==> src/logic/mts_params.svh <==
// Purpose: offsets, field positions, reset values and symbol counts of the task sequencer
// Assumes: included by the sequencer module only
// Notes:   counts are in received symbols or buffer bytes, not clock cycles
`ifndef MTS_PARAMS_SVH
`define MTS_PARAMS_SVH

// register byte addresses
`define MTS_OFF_CMD      4'h0
`define MTS_OFF_DATA     4'h4
`define MTS_OFF_STAT     4'h8
`define MTS_OFF_MODE     4'hC

// command byte fields
`define MTS_CMD_CRC_ZERO 5
`define MTS_CMD_LEVEL    6
`define MTS_CMD_TIMING   7

// mode register fields and reset value
`define MTS_MODE_TX      0
`define MTS_MODE_PIN_EN  1
`define MTS_MODE_SS_IEN  2
`define MTS_MODE_TOL_LO  3
`define MTS_MODE_RESET   5'h00

// buffer and symbol counts
`define MTS_BUF_LEN      4'hC
`define MTS_BUF_LAST     4'hB
`define MTS_SYNC_LAST    5'h17
`define MTS_ID_LAST      7'h15
`define MTS_BLK_S1       7'h16
`define MTS_BLK_S2       7'h2D
`define MTS_BLK_LAST     7'h44
`define MTS_FOUR_LAST    7'h03
`define MTS_SYNC_PATTERN 48'h223749F25B1B

// bytes taken by each transmit task
`define MTS_LEN_RAW      4'h6
`define MTS_LEN_HEADER   4'hA
`define MTS_LEN_MIDDLE   4'hC
`define MTS_LEN_FINAL    4'h8
`define MTS_LEN_FOUR     4'h1
`define MTS_LEN_STATION  4'h3

`endif

==> src/logic/mts_pkg.sv <==
// Purpose: types shared by the task sequencer and its bench
// Assumes: AXI4-Lite with 32-bit address and data
// Notes:   numeric constants live in mts_params.svh
package mts_pkg;

	typedef logic [7:0] mts_byte_t;

	// sequencer states
	typedef enum logic [2:0] {
		ST_IDLE    = 3'b000,
		ST_TX_MOVE = 3'b001,
		ST_HUNT    = 3'b010,
		ST_HUNT_S  = 3'b011,
		ST_ID      = 3'b100,
		ST_ID_S    = 3'b101,
		ST_BLOCK   = 3'b110,
		ST_FOUR    = 3'b111
	} mts_state_e;

	// task codes in receive mode
	typedef enum logic [2:0] {
		RX_NOP             = 3'b000,
		RX_PREAMBLE_HUNT   = 3'b001,
		RX_HEADER_READ     = 3'b010,
		RX_BODY_BLOCK_READ = 3'b011,
		RX_SYNC_HUNT       = 3'b100,
		RX_FOUR_SYMBOL     = 3'b101,
		RX_STATION_ID_READ = 3'b110,
		RX_CANCEL          = 3'b111
	} mts_rx_task_e;

	// task codes in transmit mode
	typedef enum logic [2:0] {
		TX_NOP              = 3'b000,
		TX_RAW_BLOCK_SEND   = 3'b001,
		TX_HEADER_SEND      = 3'b010,
		TX_MIDDLE_BLOCK     = 3'b011,
		TX_FINAL_BLOCK      = 3'b100,
		TX_FOUR_SYMBOL_SEND = 3'b101,
		TX_STATION_ID_SEND  = 3'b110,
		TX_CANCEL           = 3'b111
	} mts_tx_task_e;

	typedef struct packed {
		logic [31:0] awaddr;
		logic        awvalid;
		logic [31:0] wdata;
		logic [3:0]  wstrb;
		logic        wvalid;
		logic        bready;
		logic [31:0] araddr;
		logic        arvalid;
		logic        rready;
	} mts_axi_req_s;

	typedef struct packed {
		logic        awready;
		logic        wready;
		logic        bvalid;
		logic [1:0]  bresp;
		logic        arready;
		logic        rvalid;
		logic [31:0] rdata;
		logic [1:0]  rresp;
	} mts_axi_rsp_s;

	// one received symbol per valid cycle
	typedef struct packed {
		logic       valid;
		logic [1:0] value;
	} mts_sym_s;

	// decoded bytes and checksum verdict from the decoder
	typedef struct packed {
		logic      valid;
		mts_byte_t data;
		logic      check_ok;
	} mts_dec_s;

	// byte stream towards the interleave buffer
	typedef struct packed {
		logic      valid;
		mts_byte_t data;
	} mts_tx_s;

endpackage

==> src/logic/mts_sequencer.sv <==
// Purpose: task sequencer of a 4-level FSK packet modem behind an AXI4-Lite slave
// Assumes: symbol and decoder streams come from logic on the same clock
// Notes:   FEC, interleave and checksum arithmetic sit outside; this block sequences them
//
// The register offsets and the AXI4-Lite slave port were left to the implementer.
`timescale 1ns/100ps
`include "mts_params.svh"

module mts_sequencer (
	// clock and reset
	input  wire logic                  clock,
	input  wire logic                  arst_n,
	// register bus
	input  wire mts_pkg::mts_axi_req_s axi_req,
	output mts_pkg::mts_axi_rsp_s      axi_rsp,
	// receive side
	input  wire mts_pkg::mts_sym_s     rx_sym,
	input  wire mts_pkg::mts_dec_s     rx_dec,
	// transmit side
	output mts_pkg::mts_tx_s           tx_out,
	input  wire logic                  tx_ready,
	// pins and controls
	output logic                       attention_out_n,
	output logic                       crc_init_ones,
	output logic                       symbol_timing_acquire,
	output logic                       level_acquire,
	output logic                       acquire_abort
);
	import mts_pkg::*;

	// saturating buffer pointer step
	function automatic logic [3:0] ptr_inc(input logic [3:0] p);
		ptr_inc = (p == `MTS_BUF_LAST) ? p : p + 4'h1;
	endfunction

	// symbols of the window that differ from the sync pattern
	function automatic logic [4:0] sync_errs(input logic [47:0] w);
		logic [47:0] pat;
		logic [4:0]  n;
		pat = `MTS_SYNC_PATTERN;
		n = 5'h00;
		for (int i = 0; i < 24; i++)
		begin
			if (w[2*i +: 2] != pat[2*i +: 2])
				n = n + 5'h01;
		end
		sync_errs = n;
	endfunction

	// bytes a transmit task takes from the buffer
	function automatic logic [3:0] tx_len(input mts_tx_task_e t);
		unique case (t)
			TX_RAW_BLOCK_SEND:   tx_len = `MTS_LEN_RAW;
			TX_HEADER_SEND:      tx_len = `MTS_LEN_HEADER;
			TX_MIDDLE_BLOCK:     tx_len = `MTS_LEN_MIDDLE;
			TX_FINAL_BLOCK:      tx_len = `MTS_LEN_FINAL;
			TX_FOUR_SYMBOL_SEND: tx_len = `MTS_LEN_FOUR;
			TX_STATION_ID_SEND:  tx_len = `MTS_LEN_STATION;
			default:             tx_len = 4'h0;
		endcase
	endfunction

	mts_axi_rsp_s rsp_q;
	mts_tx_s      tx_q;
	mts_state_e   st_q;
	mts_rx_task_e task_q;
	mts_byte_t    buf_q [`MTS_BUF_LEN];
	logic [4:0]   mode_q;
	logic [47:0]  win_q;
	logic [4:0]   fill_q;
	logic [6:0]   sym_cnt_q;
	logic [3:0]   n_bytes_q, move_q, wr_ptr_q, rd_ptr_q, dec_ptr_q;
	logic [7:0]   four_q;
	logic         avail_q, irq_q, sym_rdy_q, crc_fail_q, crc_bad_q;
	logic [1:0]   status_symbol_value_q;
	logic         attn_n_q, crc_ones_q, acq_t_q, acq_l_q, abort_q;

	// bus decode: one access of each kind at a time, ready one cycle after valid
	wire        aw_go    = axi_req.awvalid && axi_req.wvalid && !rsp_q.awready && !rsp_q.bvalid;
	wire        ar_go    = axi_req.arvalid && !rsp_q.arready && !rsp_q.rvalid;
	wire        wr_fire  = rsp_q.awready;
	wire        rd_fire  = rsp_q.arready;
	wire        wr_map   = axi_req.awaddr[31:4] == 28'h0 && axi_req.awaddr[1:0] == 2'h0;
	wire        rd_map   = axi_req.araddr[31:4] == 28'h0 && axi_req.araddr[1:0] == 2'h0;
	wire [3:0]  wr_off   = axi_req.awaddr[3:0];
	wire [3:0]  rd_off   = axi_req.araddr[3:0];
	wire        wr_lane  = wr_fire && wr_map && axi_req.wstrb[0];
	wire        cmd_fire = wr_lane && wr_off == `MTS_OFF_CMD;
	wire        dat_wr   = wr_lane && wr_off == `MTS_OFF_DATA;
	wire        mode_wr  = wr_lane && wr_off == `MTS_OFF_MODE;
	wire        dat_rd   = rd_fire && rd_map && rd_off == `MTS_OFF_DATA;
	wire        stat_rd  = rd_fire && rd_map && rd_off == `MTS_OFF_STAT;
	wire [2:0]  cmd_code = axi_req.wdata[2:0];
	wire        cmd_abort = cmd_fire && cmd_code == RX_CANCEL;
	wire        cmd_task = cmd_fire && cmd_code != RX_NOP && cmd_code != RX_CANCEL;
	wire        in_tx    = mode_q[`MTS_MODE_TX];
	wire        ss_ien   = mode_q[`MTS_MODE_SS_IEN];
	wire [1:0]  tol      = mode_q[`MTS_MODE_TOL_LO +: 2];
	wire [7:0]  stat_b   = {2'b00, status_symbol_value_q, crc_fail_q, sym_rdy_q, irq_q, avail_q};
	wire [7:0]  rd_byte  = (rd_off == `MTS_OFF_DATA) ? buf_q[rd_ptr_q] :
	                       (rd_off == `MTS_OFF_STAT) ? stat_b :
	                       (rd_off == `MTS_OFF_MODE) ? {3'b000, mode_q} : 8'h00;

	// receive-side events; a cancel write in the same cycle suppresses them
	wire        sym_in    = rx_sym.valid && !cmd_abort;
	wire [47:0] win_d     = {win_q[45:0], rx_sym.value};
	wire        sync_hit  = st_q == ST_HUNT && sym_in && fill_q == `MTS_SYNC_LAST
	                        && sync_errs(win_d) <= {3'b000, tol};
	wire        id_last   = st_q == ST_ID && sym_in && sym_cnt_q == `MTS_ID_LAST;
	wire        hunt_s    = st_q == ST_HUNT_S && sym_in;
	wire        id_s      = st_q == ST_ID_S && sym_in;
	wire        blk_s     = st_q == ST_BLOCK && sym_in && (sym_cnt_q == `MTS_BLK_S1
	                        || sym_cnt_q == `MTS_BLK_S2 || sym_cnt_q == `MTS_BLK_LAST);
	wire        blk_end   = blk_s && sym_cnt_q == `MTS_BLK_LAST;
	wire        four_end  = st_q == ST_FOUR && sym_in && sym_cnt_q == `MTS_FOUR_LAST;
	wire        id_bad    = id_last && !rx_dec.check_ok && task_q == RX_PREAMBLE_HUNT;
	// transmit-side move: next byte loads whenever the slot is free or being taken
	wire        tx_take   = tx_q.valid && tx_ready;
	wire        tx_load   = st_q == ST_TX_MOVE && (!tx_q.valid || tx_ready)
	                        && move_q != n_bytes_q;
	wire        tx_fin    = st_q == ST_TX_MOVE && tx_take && move_q == n_bytes_q
	                        && !cmd_abort;
	wire        ev_status_symbol_value   = hunt_s || id_s || blk_s;
	wire        ev_done   = tx_fin || (hunt_s && task_q == RX_SYNC_HUNT) || id_s
	                        || blk_end || four_end;

	// bus slave handshakes; unmapped addresses answer with a slave error
	always_ff @(posedge clock or negedge arst_n)
	begin
		if (!arst_n)
			rsp_q <= '0;
		else
		begin
			rsp_q.awready <= aw_go;
			rsp_q.wready  <= aw_go;
			rsp_q.arready <= ar_go;
			if (wr_fire)
			begin
				rsp_q.bvalid <= 1'b1;
				rsp_q.bresp  <= wr_map ? 2'b00 : 2'b10;
			end
			else if (axi_req.bready)
				rsp_q.bvalid <= 1'b0;
			if (rd_fire)
			begin
				rsp_q.rvalid <= 1'b1;
				rsp_q.rdata  <= {24'h000000, rd_map ? rd_byte : 8'h00};
				rsp_q.rresp  <= rd_map ? 2'b00 : 2'b10;
			end
			else if (axi_req.rready)
				rsp_q.rvalid <= 1'b0;
		end
	end

	// mode register and command side bits
	always_ff @(posedge clock or negedge arst_n)
	begin
		if (!arst_n)
		begin
			mode_q     <= `MTS_MODE_RESET;
			crc_ones_q <= 1'b0;
			acq_t_q    <= 1'b0;
			acq_l_q    <= 1'b0;
			abort_q    <= 1'b0;
		end
		else
		begin
			if (mode_wr)
				mode_q <= axi_req.wdata[4:0];
			if (cmd_fire)
				crc_ones_q <= !axi_req.wdata[`MTS_CMD_CRC_ZERO];
			// acquisition is a receive-mode request, also carried by a no-op byte
			acq_t_q <= cmd_fire && !in_tx && !cmd_abort
			           && axi_req.wdata[`MTS_CMD_TIMING];
			acq_l_q <= cmd_fire && !in_tx && !cmd_abort
			           && axi_req.wdata[`MTS_CMD_LEVEL];
			abort_q <= cmd_abort;
		end
	end

	// status flags: a status read clears attention and ready, a set in that cycle wins
	always_ff @(posedge clock or negedge arst_n)
	begin
		if (!arst_n)
		begin
			avail_q    <= 1'b1;
			irq_q      <= 1'b0;
			sym_rdy_q  <= 1'b0;
			crc_fail_q <= 1'b0;
			status_symbol_value_q     <= 2'b00;
		end
		else
		begin
			if (stat_rd)
			begin
				irq_q     <= 1'b0;
				sym_rdy_q <= 1'b0;
			end
			if (cmd_task)
				avail_q <= 1'b0;
			if (cmd_abort)
				avail_q <= 1'b1;
			if (ev_status_symbol_value)
			begin
				status_symbol_value_q    <= rx_sym.value;
				sym_rdy_q <= 1'b1;
				if (ss_ien)
					irq_q <= 1'b1;
			end
			if (ev_done)
			begin
				avail_q <= 1'b1;
				irq_q   <= 1'b1;
			end
			if (blk_end)
				crc_fail_q <= !rx_dec.check_ok;
			if (id_s)
				crc_fail_q <= crc_bad_q;
		end
	end

	// sequencer state; the mode is sampled when a task is accepted
	always_ff @(posedge clock or negedge arst_n)
	begin
		if (!arst_n)
		begin
			st_q      <= ST_IDLE;
			task_q    <= RX_NOP;
			n_bytes_q <= 4'h0;
			sym_cnt_q <= 7'h00;
			fill_q    <= 5'h00;
			win_q     <= 48'h0;
			crc_bad_q <= 1'b0;
		end
		else if (cmd_abort)
			st_q <= ST_IDLE;
		else if (cmd_task)
		begin
			task_q    <= mts_rx_task_e'(cmd_code);
			n_bytes_q <= tx_len(mts_tx_task_e'(cmd_code));
			sym_cnt_q <= 7'h00;
			fill_q    <= 5'h00;
			if (in_tx)
				st_q <= ST_TX_MOVE;
			else
			begin
				unique case (mts_rx_task_e'(cmd_code))
					RX_PREAMBLE_HUNT, RX_SYNC_HUNT:    st_q <= ST_HUNT;
					RX_HEADER_READ, RX_BODY_BLOCK_READ: st_q <= ST_BLOCK;
					RX_FOUR_SYMBOL:                     st_q <= ST_FOUR;
					default:                            st_q <= ST_ID;
				endcase
			end
		end
		else
		begin
			if (sym_in)
			begin
				win_q     <= win_d;
				sym_cnt_q <= sym_cnt_q + 7'h01;
				if (fill_q != `MTS_SYNC_LAST)
					fill_q <= fill_q + 5'h01;
			end
			unique case (st_q)
				ST_IDLE: ;
				ST_TX_MOVE: if (tx_fin) st_q <= ST_IDLE;
				ST_HUNT: if (sync_hit) st_q <= ST_HUNT_S;
				ST_HUNT_S:
					if (hunt_s)
					begin
						st_q      <= (task_q == RX_SYNC_HUNT) ? ST_IDLE : ST_ID;
						sym_cnt_q <= 7'h00;
					end
				ST_ID:
					if (id_bad)
					begin
						st_q   <= ST_HUNT;
						fill_q <= 5'h00;
					end
					else if (id_last)
					begin
						st_q      <= ST_ID_S;
						crc_bad_q <= !rx_dec.check_ok;
					end
				ST_ID_S: if (id_s) st_q <= ST_IDLE;
				ST_BLOCK: if (blk_end) st_q <= ST_IDLE;
				ST_FOUR: if (four_end) st_q <= ST_IDLE;
			endcase
		end
	end

	// data buffer, host pointers and transmit byte stream
	always_ff @(posedge clock or negedge arst_n)
	begin
		if (!arst_n)
		begin
			for (int i = 0; i < 12; i++)
				buf_q[i] <= 8'h00;
			wr_ptr_q  <= 4'h0;
			rd_ptr_q  <= 4'h0;
			dec_ptr_q <= 4'h0;
			move_q    <= 4'h0;
			four_q    <= 8'h00;
			tx_q      <= '0;
		end
		else
		begin
			if (dat_wr)
			begin
				buf_q[wr_ptr_q] <= axi_req.wdata[7:0];
				wr_ptr_q        <= ptr_inc(wr_ptr_q);
			end
			if (dat_rd)
				rd_ptr_q <= ptr_inc(rd_ptr_q);
			if (rx_dec.valid && (st_q == ST_ID || st_q == ST_BLOCK))
			begin
				buf_q[dec_ptr_q] <= rx_dec.data;
				dec_ptr_q        <= ptr_inc(dec_ptr_q);
			end
			if (st_q == ST_FOUR && sym_in)
				four_q <= {four_q[5:0], rx_sym.value};
			if (four_end)
				buf_q[0] <= {four_q[5:0], rx_sym.value};
			if (id_bad)
				dec_ptr_q <= 4'h0;
			if (tx_take)
				tx_q.valid <= 1'b0;
			if (tx_load)
			begin
				tx_q.valid <= 1'b1;
				tx_q.data  <= buf_q[move_q];
				move_q     <= move_q + 4'h1;
			end
			if (cmd_fire && cmd_code != RX_NOP)
			begin
				wr_ptr_q  <= 4'h0;
				rd_ptr_q  <= 4'h0;
				dec_ptr_q <= 4'h0;
				move_q    <= 4'h0;
			end
			if (cmd_abort)
				tx_q.valid <= 1'b0;
		end
	end

	// pin driven from the flag one cycle later
	always_ff @(posedge clock or negedge arst_n)
	begin
		if (!arst_n)
			attn_n_q <= 1'b1;
		else
			attn_n_q <= !(irq_q && mode_q[`MTS_MODE_PIN_EN]);
	end

	assign axi_rsp               = rsp_q;
	assign tx_out                = tx_q;
	assign attention_out_n       = attn_n_q;
	assign crc_init_ones         = crc_ones_q;
	assign symbol_timing_acquire = acq_t_q;
	assign level_acquire         = acq_l_q;
	assign acquire_abort         = abort_q;
endmodule

==> config.mk <==
export PLATFORM = sky130hd
export DESIGN_NAME = mts_sequencer
export DESIGN_NICKNAME = d
export VERILOG_FILES = /design/src/logic/mts_pkg.sv /design/src/logic/mts_sequencer.sv
export VERILOG_INCLUDE_DIRS = /design/src /design/src/logic
export SDC_FILE = /design/constraint.sdc
export NUM_CORES = 1
export LEC_CHECK = 0
export ABC_AREA = 0
export BUFFER_PORTS_ARGS = -buffer_cell sky130_fd_sc_hd__buf_2
export CELL_PAD_IN_SITES_DETAIL_PLACEMENT = 0
export CELL_PAD_IN_SITES_GLOBAL_PLACEMENT = 2
export CORE_MARGIN = 8
export CORE_UTILIZATION = 41
export CTS_CLUSTER_SIZE = 30
export DETAILED_ROUTE_END_ITERATION = 8
export PLACE_DENSITY = 0.9
export SKIP_LAST_GASP = 1
export SLEW_MARGIN = 40
export SYNTH_ARGS = -nofsm -noshare
export SYNTH_HDL_FRONTEND = slang
export SYNTH_SLANG_ARGS = --single-unit
==> constraint.sdc <==
create_clock -name clock -period 44.2 [get_ports clock]
set_clock_uncertainty 0.15 [all_clocks]
set_input_delay 8.84 -clock clock [delete_from_list [all_inputs] [get_ports clock]]
set_output_delay 8.84 -clock clock [all_outputs]
set_load 0.05 [all_outputs]
==> Implementation_results.wiki, run 1 <==
{| class="wikitable"
! Metric !! Value
|-
| CP Class || in2reg
|-
| Number of ports placed on the die boundary || 176
|-
| Fraction of the yosys area taken by sequential cells || 0.373
|-
| Final Hold Fails || 0
|-
| Max Used Layer || met4
|-
| Total via count after detailed routing || 11800
|-
| Number of port buffers || 122
|-
| Via-per-instance ratio || 5.48
|-
| Fraction of layout cells with a size suffix above 1 || 0.191
|-
| Min-Delay Path Class || reg2reg
|-
| Clock insertion delay at the later pin of the skew report || approximately 0.53 ns
|-
| Clock-pin slew on the worst setup and hold paths || 0.06 ns
|-
| Num rows || 70
|-
| Final setup viols || 0
|-
| Starting DRT DRC Count || 636
|-
| Global-route wire length before repair || 65100 um
|-
| Routability congestion estimate || 0.803
|-
| Most frequent cells after synthesis || sky130_fd_sc_hd__dfrtp_1 (224), sky130_fd_sc_hd__nand2_1 (191), sky130_fd_sc_hd__nor2_1 (160)
|-
| Max-cap viol count || 0
|-
| Clock Sink Count || 226
|-
| Die Y || about 210 um
|-
| Outcome || completed
|-
| Share of the synthesized area in the top cell type || 0.370
|-
| Clock buffer depth || 3
|-
| Horizontal die dimension || between 200 and 250 um
|-
| Shortest clock period the worst path allows after layout || 23.67 ns
|-
| Total Negative Setup Slacks || 0 ns
|-
| Synth warn || 0
|-
| Met3 wire length || 1760 um
|-
| Root buf cell || sky130_fd_sc_hd__clkbuf_16
|-
| Cell taking the most area after synthesis || sky130_fd_sc_hd__dfrtp_1
|-
| Core area || 36500 sq um
|-
| Most frequently used cell type in the post-synthesis netlist || sky130_fd_sc_hd__dfrtp_1
|-
| Crit path top cell by count || sky130_fd_sc_hd__ha_1
|-
| Initial antenna violation count || 1
|-
| Element type at the critical path start || input port
|-
| Gate count of the mapped netlist || between 1500 and 2000
|-
| Nets || 1829
|-
| Unrepaired setup endpoints after global routing || no
|-
| TritonRoute pass-1 iters || 5
|-
| Final Cycle Share || 0.536
|-
| Post-route antenna net violation count || 0
|-
| Top area cells in the synthesized netlist || sky130_fd_sc_hd__dfrtp_1 (37%), sky130_fd_sc_hd__mux2i_1 (7.1%), sky130_fd_sc_hd__mux4_2 (7.1%)
|-
| Critical path capture point type || register
|-
| Number of buffers inserted by hold repair at cts || 0
|-
| Largest fanout of any net on the critical path || 5
|-
| Area added between synthesis and finish || 12.4%
|-
| Max stage delay on crit path || 0.43 ns
|-
| Max-slew violation total from the final report || 0
|-
| Max transition margin || 0.447
|-
| Maximum number of pins on one net before global-route repair || 102
|-
| GRT Resource Usage Total || 0.181
|-
| Antenna Diode Count || 0
|-
| Total of flip-flops plus latches after synthesis || 226
|-
| Synthesized area divided by synthesized cell count || 9.55 sq um
|-
| Number of distinct library cells after synthesis || 78
|-
| Total congestion overflow after global routing || 0
|-
| Metal2 WL || 19000 um
|-
| Number of global-route vias before repair || 11800
|-
| Full die area || 43400 sq um
|-
| Drt wl/cell || 18.6 um
|-
| Worst-Margin Slew || about 0.83 ns
|-
| Core Util, Final || 0.467
|-
| Post-synth EDFFs || 0
|-
| Sum of routed wire length over all layers || around 40000 um
|-
| Metal1 wirelength || 18300 um
|-
| Effective utilization at floorplan || 0.415
|-
| Postcts setup bufs || 0
|-
| Required time of the critical path || 44.46 ns
|-
| Hold slack final || 0.305 ns
|-
| Detailed placement HPWL || about 30000 um
|-
| Netlist area before placement || about 15000 sq um
|-
| Gates resized, CTS repair || 0
|-
| Num CTS Buffers || 26
|-
| Async SR Flop Fraction || 1.00
|-
| CTS H-Tree Depth || 1
|-
| Synth Flop Type || sky130_fd_sc_hd__dfrtp_1
|-
| Worst EP arrival || 23.94 ns
|-
| Highest clock frequency the design can meet || 42.2 MHz
|-
| Crit path max-delay cell type || sky130_fd_sc_hd__nor4b_2
|-
| CTS tree || yes
|-
| DRC violations left || 0
|}
[stage by stage]
| stage | std cells | setup slack (ns) | area, sq um |
|---|---|---|---|
| after global placement | 2105 | 19.95 | 16000 |
| final | 2153 | 20.53 | 17000 |
| after detailed placement | 2107 | 19.78 | 16100 |
| after CTS | 2152 | 20.26 | 17000 |
| after floorplan | 1613 | 21.74 | 15300 |
| after global routing | 2153 | 19.06 | 17000 |
[path summary, 6_finish.rpt]
kind | slack (ns) | from | to | cells after the start
setup / recovery | 20.53 | rx_sym[0] | st_q[2] | 81
hold / removal | 0.30 | axi_rsp[34] | rd_fire | 1
setup reg to reg | 28.52 | win_q[0] | st_q[2] | 81
hold reg to reg | 0.30 | axi_rsp[34] | rd_fire | 1
max in group asynchronous | 34.01 | arst_n | win_q[44] | 4
min in group asynchronous | 8.06 | arst_n | buf_q[36] | 1
[sequential cells by signal (all words and copies together) (netlist names), 2 cells and up]
| register | count |
|---|---|
| fill_q | 5 |
| buf_q | 96 |
| wr_ptr_q | 4 |
| four_q | 6 |
| mode_q | 5 |
| task_q | 3 |
| rd_ptr_q | 4 |
| status_symbol_value_q | 2 |
| tx_out | 9 |
| st_q | 3 |
| move_q | 4 |
| win_q | 46 |
| sym_cnt_q | 7 |
| n_bytes_q | 4 |
| axi_rsp | 13 |
| dec_ptr_q | 4 |
[layout by cell type (no fill, tap or decap), drive strengths merged, types with 6 or more instances in the layout]
cell type | netlist | final
xnor3 | 11 | 11
mux2i | 108 | 108
o211ai | 11 | 11
a21oi | 110 | 110
xor2 | 27 | 27
a41oi | 6 | 6
nand3 | 44 | 44
buf | 36 | 138
inv | 49 | 49
o21ai | 92 | 92
xnor2 | 59 | 59
mux2 | 64 | 64
ha | 40 | 40
conb | 1 | 26
nor2 | 161 | 161
nor4 | 17 | 17
o221ai | 9 | 9
nand2b | 14 | 14
clkbuf | 75 | 35
nor3 | 21 | 21
nor4b | 8 | 8
or2 | 6 | 6
nand2 | 191 | 191
o21a | 11 | 11
nor2b | 14 | 14
a31oi | 17 | 17
o2111ai | 6 | 6
and2 | 12 | 12
dfrtp | 224 | 224
mux4 | 48 | 48
o22ai | 13 | 13
nand4 | 16 | 16
and3 | 10 | 10
[layout make-up]
| type | instances | area (sq um) |
|---|---|---|
| fillers | 3414 | 19500 |
| repair buffers | 138 | 796 |
| multi-input cells | 1226 | 8900 |
| clock buffers | 35 | 736 |
| clock inverters | 10 | 180 |
| inverters | 50 | 188 |
| well taps | 468 | 586 |
| flip-flops and latches | 226 | 5660 |
[per-layer routing]
layer  track usage  vias to the layer above
li1              -                     5773
met1         0.244                     5719
met2         0.305                      259
met3        0.0247                       53
met4        0.0460                        0
met5             0                        -
[critical path, delay by kind of cell]
family	cells	cell delay, ns
AOI/OAI and AO/OA	26	4.09
adders and majority gates	23	6.68
buffers and inverters	6	0.53
muxes	5	1.23
and+or+nand+nor	21	2.55
[cell families (layout without fill, tap and decap cells)]
family                     after synthesis  count (layout)  share of synthesized area
other                                    1              26                   0.000247
DFF                                    226             226                      0.373
adders and majority gates               40              40                     0.0330
AOI/OAI and AO/OA                      309             309                      0.122
xor gates and xnor gates                98              98                     0.0738
muxes                                  220             220                      0.190
and+or+nand+nor                        533             533                      0.160
buffers and inverters                  161             233                     0.0475
Power of run 1 is left out: the tool's default activity adds up to more than one toggle a clock period on the data nets, which glitch-free logic cannot reach.
==> run 2, diff against run 1 <==
Settings changed: ABC_AREA 0 to 1, CORE_UTILIZATION 41 to 30, PLACE_DENSITY 0.9 to 0.8.
Clock period 44.2 ns to 20.1 ns, I/O delays scaled along.
==> run 2 against run 1 <==
  * Non-clock buffer count rose by 1
  * Via count rose by 28%
  * Synthesized cell count rose by 43%
  * Clock-buffer cell count rose by 4
  * Utilization fell by 12 points
  * Critical path depth rose by 13
  * Worst setup slack got worse by 19 ns
  * Hold slack got worse by 0.018 ns
  * Routed wire length rose by 31%
  * First-iteration DRC count rose by 75%
  * Register-to-register slack got worse by 24 ns
  * Critical endpoint unchanged
==> Implementation_results.wiki, run 2 <==
{| class="wikitable"
! Metric !! Value
|-
| Clock Sink Count || 226 (unchanged)
|-
| DRC violations left || 0 (unchanged)
|-
| Power Density || 171 nW/um^2
|-
| GRT Resource Usage Total || 0.173 (-0.00864)
|-
| Horizontal die dimension || 245 um (+18%)
|-
| Via-per-instance ratio || 4.92 (-10%)
|-
| Global-route wire length before repair || 83700 um (+29%)
|-
| Most frequently used cell type in the post-synthesis netlist || sky130_fd_sc_hd__nand2_1
|-
| Final Cycle Share || 0.913
|-
| Switching part of the total power || 0.484
|-
| Gates resized, CTS repair || 0 (unchanged)
|-
| Clock insertion delay at the later pin of the skew report || 0.56 ns (+0.03 ns)
|-
| Synth Flop Type || sky130_fd_sc_hd__dfrtp_1
|-
| Commonest cells after routing, fill and taps aside || sky130_fd_sc_hd__nand2_1 (417), sky130_fd_sc_hd__inv_1 (369), sky130_fd_sc_hd__o21ai_0 (303)
|-
| Cell taking the most area after synthesis || sky130_fd_sc_hd__dfrtp_1
|-
| Clock-pin slew on the worst setup and hold paths || 0.06 ns (about the same)
|-
| Max transition margin || 0.472 (+0.0249)
|-
| Num rows || 84 (+20%)
|-
| Critical path capture point type || register
|-
| Initial antenna violation count || 4 (+3)
|-
| Clock share of power || 0.185
|-
| Synthesized area divided by synthesized cell count || 6.91 sq um (-28%)
|-
| Effective utilization at floorplan || 0.301 (-0.114)
|-
| Worst EP arrival || 18.68 ns (-5.26 ns)
|-
| Max Used Layer || met5
|-
| Number of port buffers || 122 (unchanged)
|-
| CTS H-Tree Depth || 1 (unchanged)
|-
| Gate count of the mapped netlist || 2271 (+43%)
|-
| Max-slew violation total from the final report || 0 (unchanged)
|-
| CTS tree || yes
|-
| Synth warn || 0 (unchanged)
|-
| Worst vdd rail ir drop || 0.0000769 V
|-
| Sum of routed wire length over all layers || 52600 um (+31%)
|-
| Full die area || 59900 sq um (+38%)
|-
| Top area cells in the synthesized netlist || sky130_fd_sc_hd__dfrtp_1 (36%), sky130_fd_sc_hd__nand2_1 (10%), sky130_fd_sc_hd__o21ai_0 (9.7%)
|-
| Metal1 wirelength || 24500 um (+34%)
|-
| Shortest clock period the worst path allows after layout || about 18 ns
|-
| Most common library cell in the layout ignoring fill and taps || sky130_fd_sc_hd__nand2_1
|-
| Post-synth EDFFs || 0 (unchanged)
|-
| Leakage component of the power || 9.27 nW
|-
| Total via count after detailed routing || 15100 (+28%)
|-
| Routability congestion estimate || 0.844 (+5.1%)
|-
| Total internal power || 0.00159 W
|-
| Proportion of power drawn by combinational gates || 0.603
|-
| Post-route antenna net violation count || 0 (unchanged)
|-
| Number of buffers inserted by hold repair at cts || 0 (unchanged)
|-
| CP Class || in2reg
|-
| Total Negative Setup Slacks || 0 ns (unchanged)
|-
| Nets || 2518 (+38%)
|-
| Detailed placement HPWL || 38900 um (+28%)
|-
| Root buf cell || sky130_fd_sc_hd__clkbuf_16
|-
| Total congestion overflow after global routing || 0 (unchanged)
|-
| Unrepaired setup endpoints after global routing || no
|-
| Required time of the critical path || 20.44 ns (-24.02 ns)
|-
| Netlist area before placement || 15700 sq um (+3.5%)
|-
| Number of distinct library cells after synthesis || 47 (-40%)
|-
| Min-Delay Path Class || reg2reg
|-
| Fill cell total of the finished layout || 5701 (+67%)
|-
| Clock buffer depth || 3 (unchanged)
|-
| Max-cap viol count || 0 (unchanged)
|-
| Core area || 52100 sq um (+43%)
|-
| Drt wl/cell || 17.1 um (-7.8%)
|-
| Starting DRT DRC Count || 1114 (+75%)
|-
| Metal2 WL || 23500 um (+24%)
|-
| Final Hold Fails || 0 (unchanged)
|-
| Async SR Flop Fraction || 1.00 (unchanged)
|-
| Outcome || completed
|-
| Total of flip-flops plus latches after synthesis || 226 (unchanged)
|-
| Postcts setup bufs || 0 (unchanged)
|-
| Crit path max-delay family || simple AND/OR/NAND/NOR gates
|-
| Critical path buffers and inverters || 14 (+8)
|-
| Area added between synthesis and finish || 14.4%
|-
| Net switching power || 0.00149 W
|-
| Most frequent cells after synthesis || sky130_fd_sc_hd__nand2_1 (418), sky130_fd_sc_hd__inv_1 (369), sky130_fd_sc_hd__o21ai_0 (303)
|-
| Max stage delay on crit path || 0.34 ns (-0.09 ns)
|-
| Num CTS Buffers || 29 (+12%)
|-
| Worst-Margin Slew || 0.790 ns (-0.0403 ns)
|-
| Crit path max-delay cell type || sky130_fd_sc_hd__ha_1
|-
| Share of the synthesized area in the top cell type || 0.357 (-0.0127)
|-
| Fraction of the yosys area taken by sequential cells || 0.360 (-0.0128)
|-
| Flip-flop count of the largest register, all copies and words added || 96 (unchanged)
|-
| Fraction of layout cells with a size suffix above 1 || 0.133 (-0.0578)
|-
| Highest clock frequency the design can meet || between 50 and 60 MHz
|-
| Final setup viols || 0 (unchanged)
|-
| Largest fanout of any net on the critical path || 4 (-1)
|-
| Number of ports placed on the die boundary || 176 (unchanged)
|-
| Crit path top cell by count || sky130_fd_sc_hd__nand2_1
|-
| Part of the total power dissipated in sequential elements || 0.211
|-
| Die Y || 245 um (+18%)
|-
| Total power || between 0.003 and 0.004 W
|-
| Met3 wire length || 3560 um (+100%)
|-
| Maximum number of pins on one net before global-route repair || 99 (-2.9%)
|-
| Number of global-route vias before repair || 14700 (+25%)
|-
| Register containing the most flip-flops in the final layout || buf_q
|-
| TritonRoute pass-1 iters || 5 (unchanged)
|-
| Element type at the critical path start || input port
|}
==> run 2: cell count changes in the layout (fill, tap and decap cells not counted), sizes merged, moves of 14 or more <==
| cell | change |
|---|---|
| o211ai | +46 |
| mux4 | -48 |
| xor2 | -23 |
| nor2b | -14 |
| nand3 | +116 |
| inv | +327 |
| mux2i | -106 |
| o21ai | +214 |
| nor2 | +57 |
| mux2 | -45 |
| nand2b | -14 |
| nand2 | +284 |
| xnor2 | -53 |
==> run 2: final timing paths <==
check | start | to | slack, ns | cells after the start
hold / removal | irq_q | attention_out_n | 0.29 | 1
min in group asynchronous | arst_n | buf_q[7] | 3.17 | 1
setup reg to reg | win_q[0] | st_q[2] | 4.80 | 95
setup / recovery | rx_sym[0] | st_q[2] | 1.76 | 94
hold reg to reg | irq_q | attention_out_n | 0.29 | 1
max in group asynchronous | arst_n | win_q[5] | 14.63 | 4
==> run 2: kinds of logic (layout without fill, tap and decap cells) <==
group | after synthesis | after routing | share of synthesized area
multiplexers | 21 | 21 | 0.0149
AND/OR/NAND/NOR | 941 | 941 | 0.270
other | 1 | 27 | 0.000239
buffers and inverters | 493 | 576 | 0.125
AO/OA/AOI/OAI | 539 | 539 | 0.192
XOR/XNOR | 10 | 10 | 0.00558
flip-flops | 226 | 226 | 0.360
adder cells (fa/ha/maj) | 40 | 40 | 0.0319
==> run 2: routing by layer <==
layer  vias to the layer above  GRT usage
li1                       7578          -
met1                      6982      0.236
met2                       452      0.279
met3                        78     0.0362
met4                         6     0.0372
met5                         -          0
==> run 2: final cells by class <==
class,count,area [sq um],area share
flip-flops and latches,226,5660,0.315
diodes,1,2.50,0.000139
inverters,384,1440,0.0802
clock buffers,39,783,0.0436
multi-input cells,1577,8190,0.456
clock inverters,14,253,0.0141
well taps,688,861,0.0479
repair buffers,139,782,0.0435
==> run 2: power by group through the flow <==
stage | Sequential [W] | Combinational (W) | Clock (W)
final | 0.000649 | 0.00185 | 0.000569
after floorplan | 0.000663 | 0.00147 | 0
after detailed placement | 0.000655 | 0.00187 | 0
after CTS | 0.000648 | 0.00187 | 0.000582
after global routing | 0.000664 | 0.00218 | 0.000601
after global placement | 0.000651 | 0.00185 | 0
==> run 2: metrics by stage <==
| stage | cell area [sq um] | hold slack [ns] | setup slack [ns] | utilization | instances |
|---|---|---|---|---|---|
| 3_3_place_gp | 16900 | 0.285 | 1.19 | 0.324 | 3012 |
| 5_1_grt | 18000 | 0.304 | 0.556 | 0.345 | 3067 |
| 4_1_cts | 17900 | 0.297 | 1.62 | 0.344 | 3065 |
| 2_1_floorplan | 15800 | 0.244 | 2.40 | - | 2296 |
| 3_5_place_dp | 16900 | 0.288 | 1.05 | 0.324 | 3012 |
| 6_report | 18000 | 0.287 | 1.76 | 0.345 | 3068 |
Note: power is estimated with default switching activity, not from simulation.
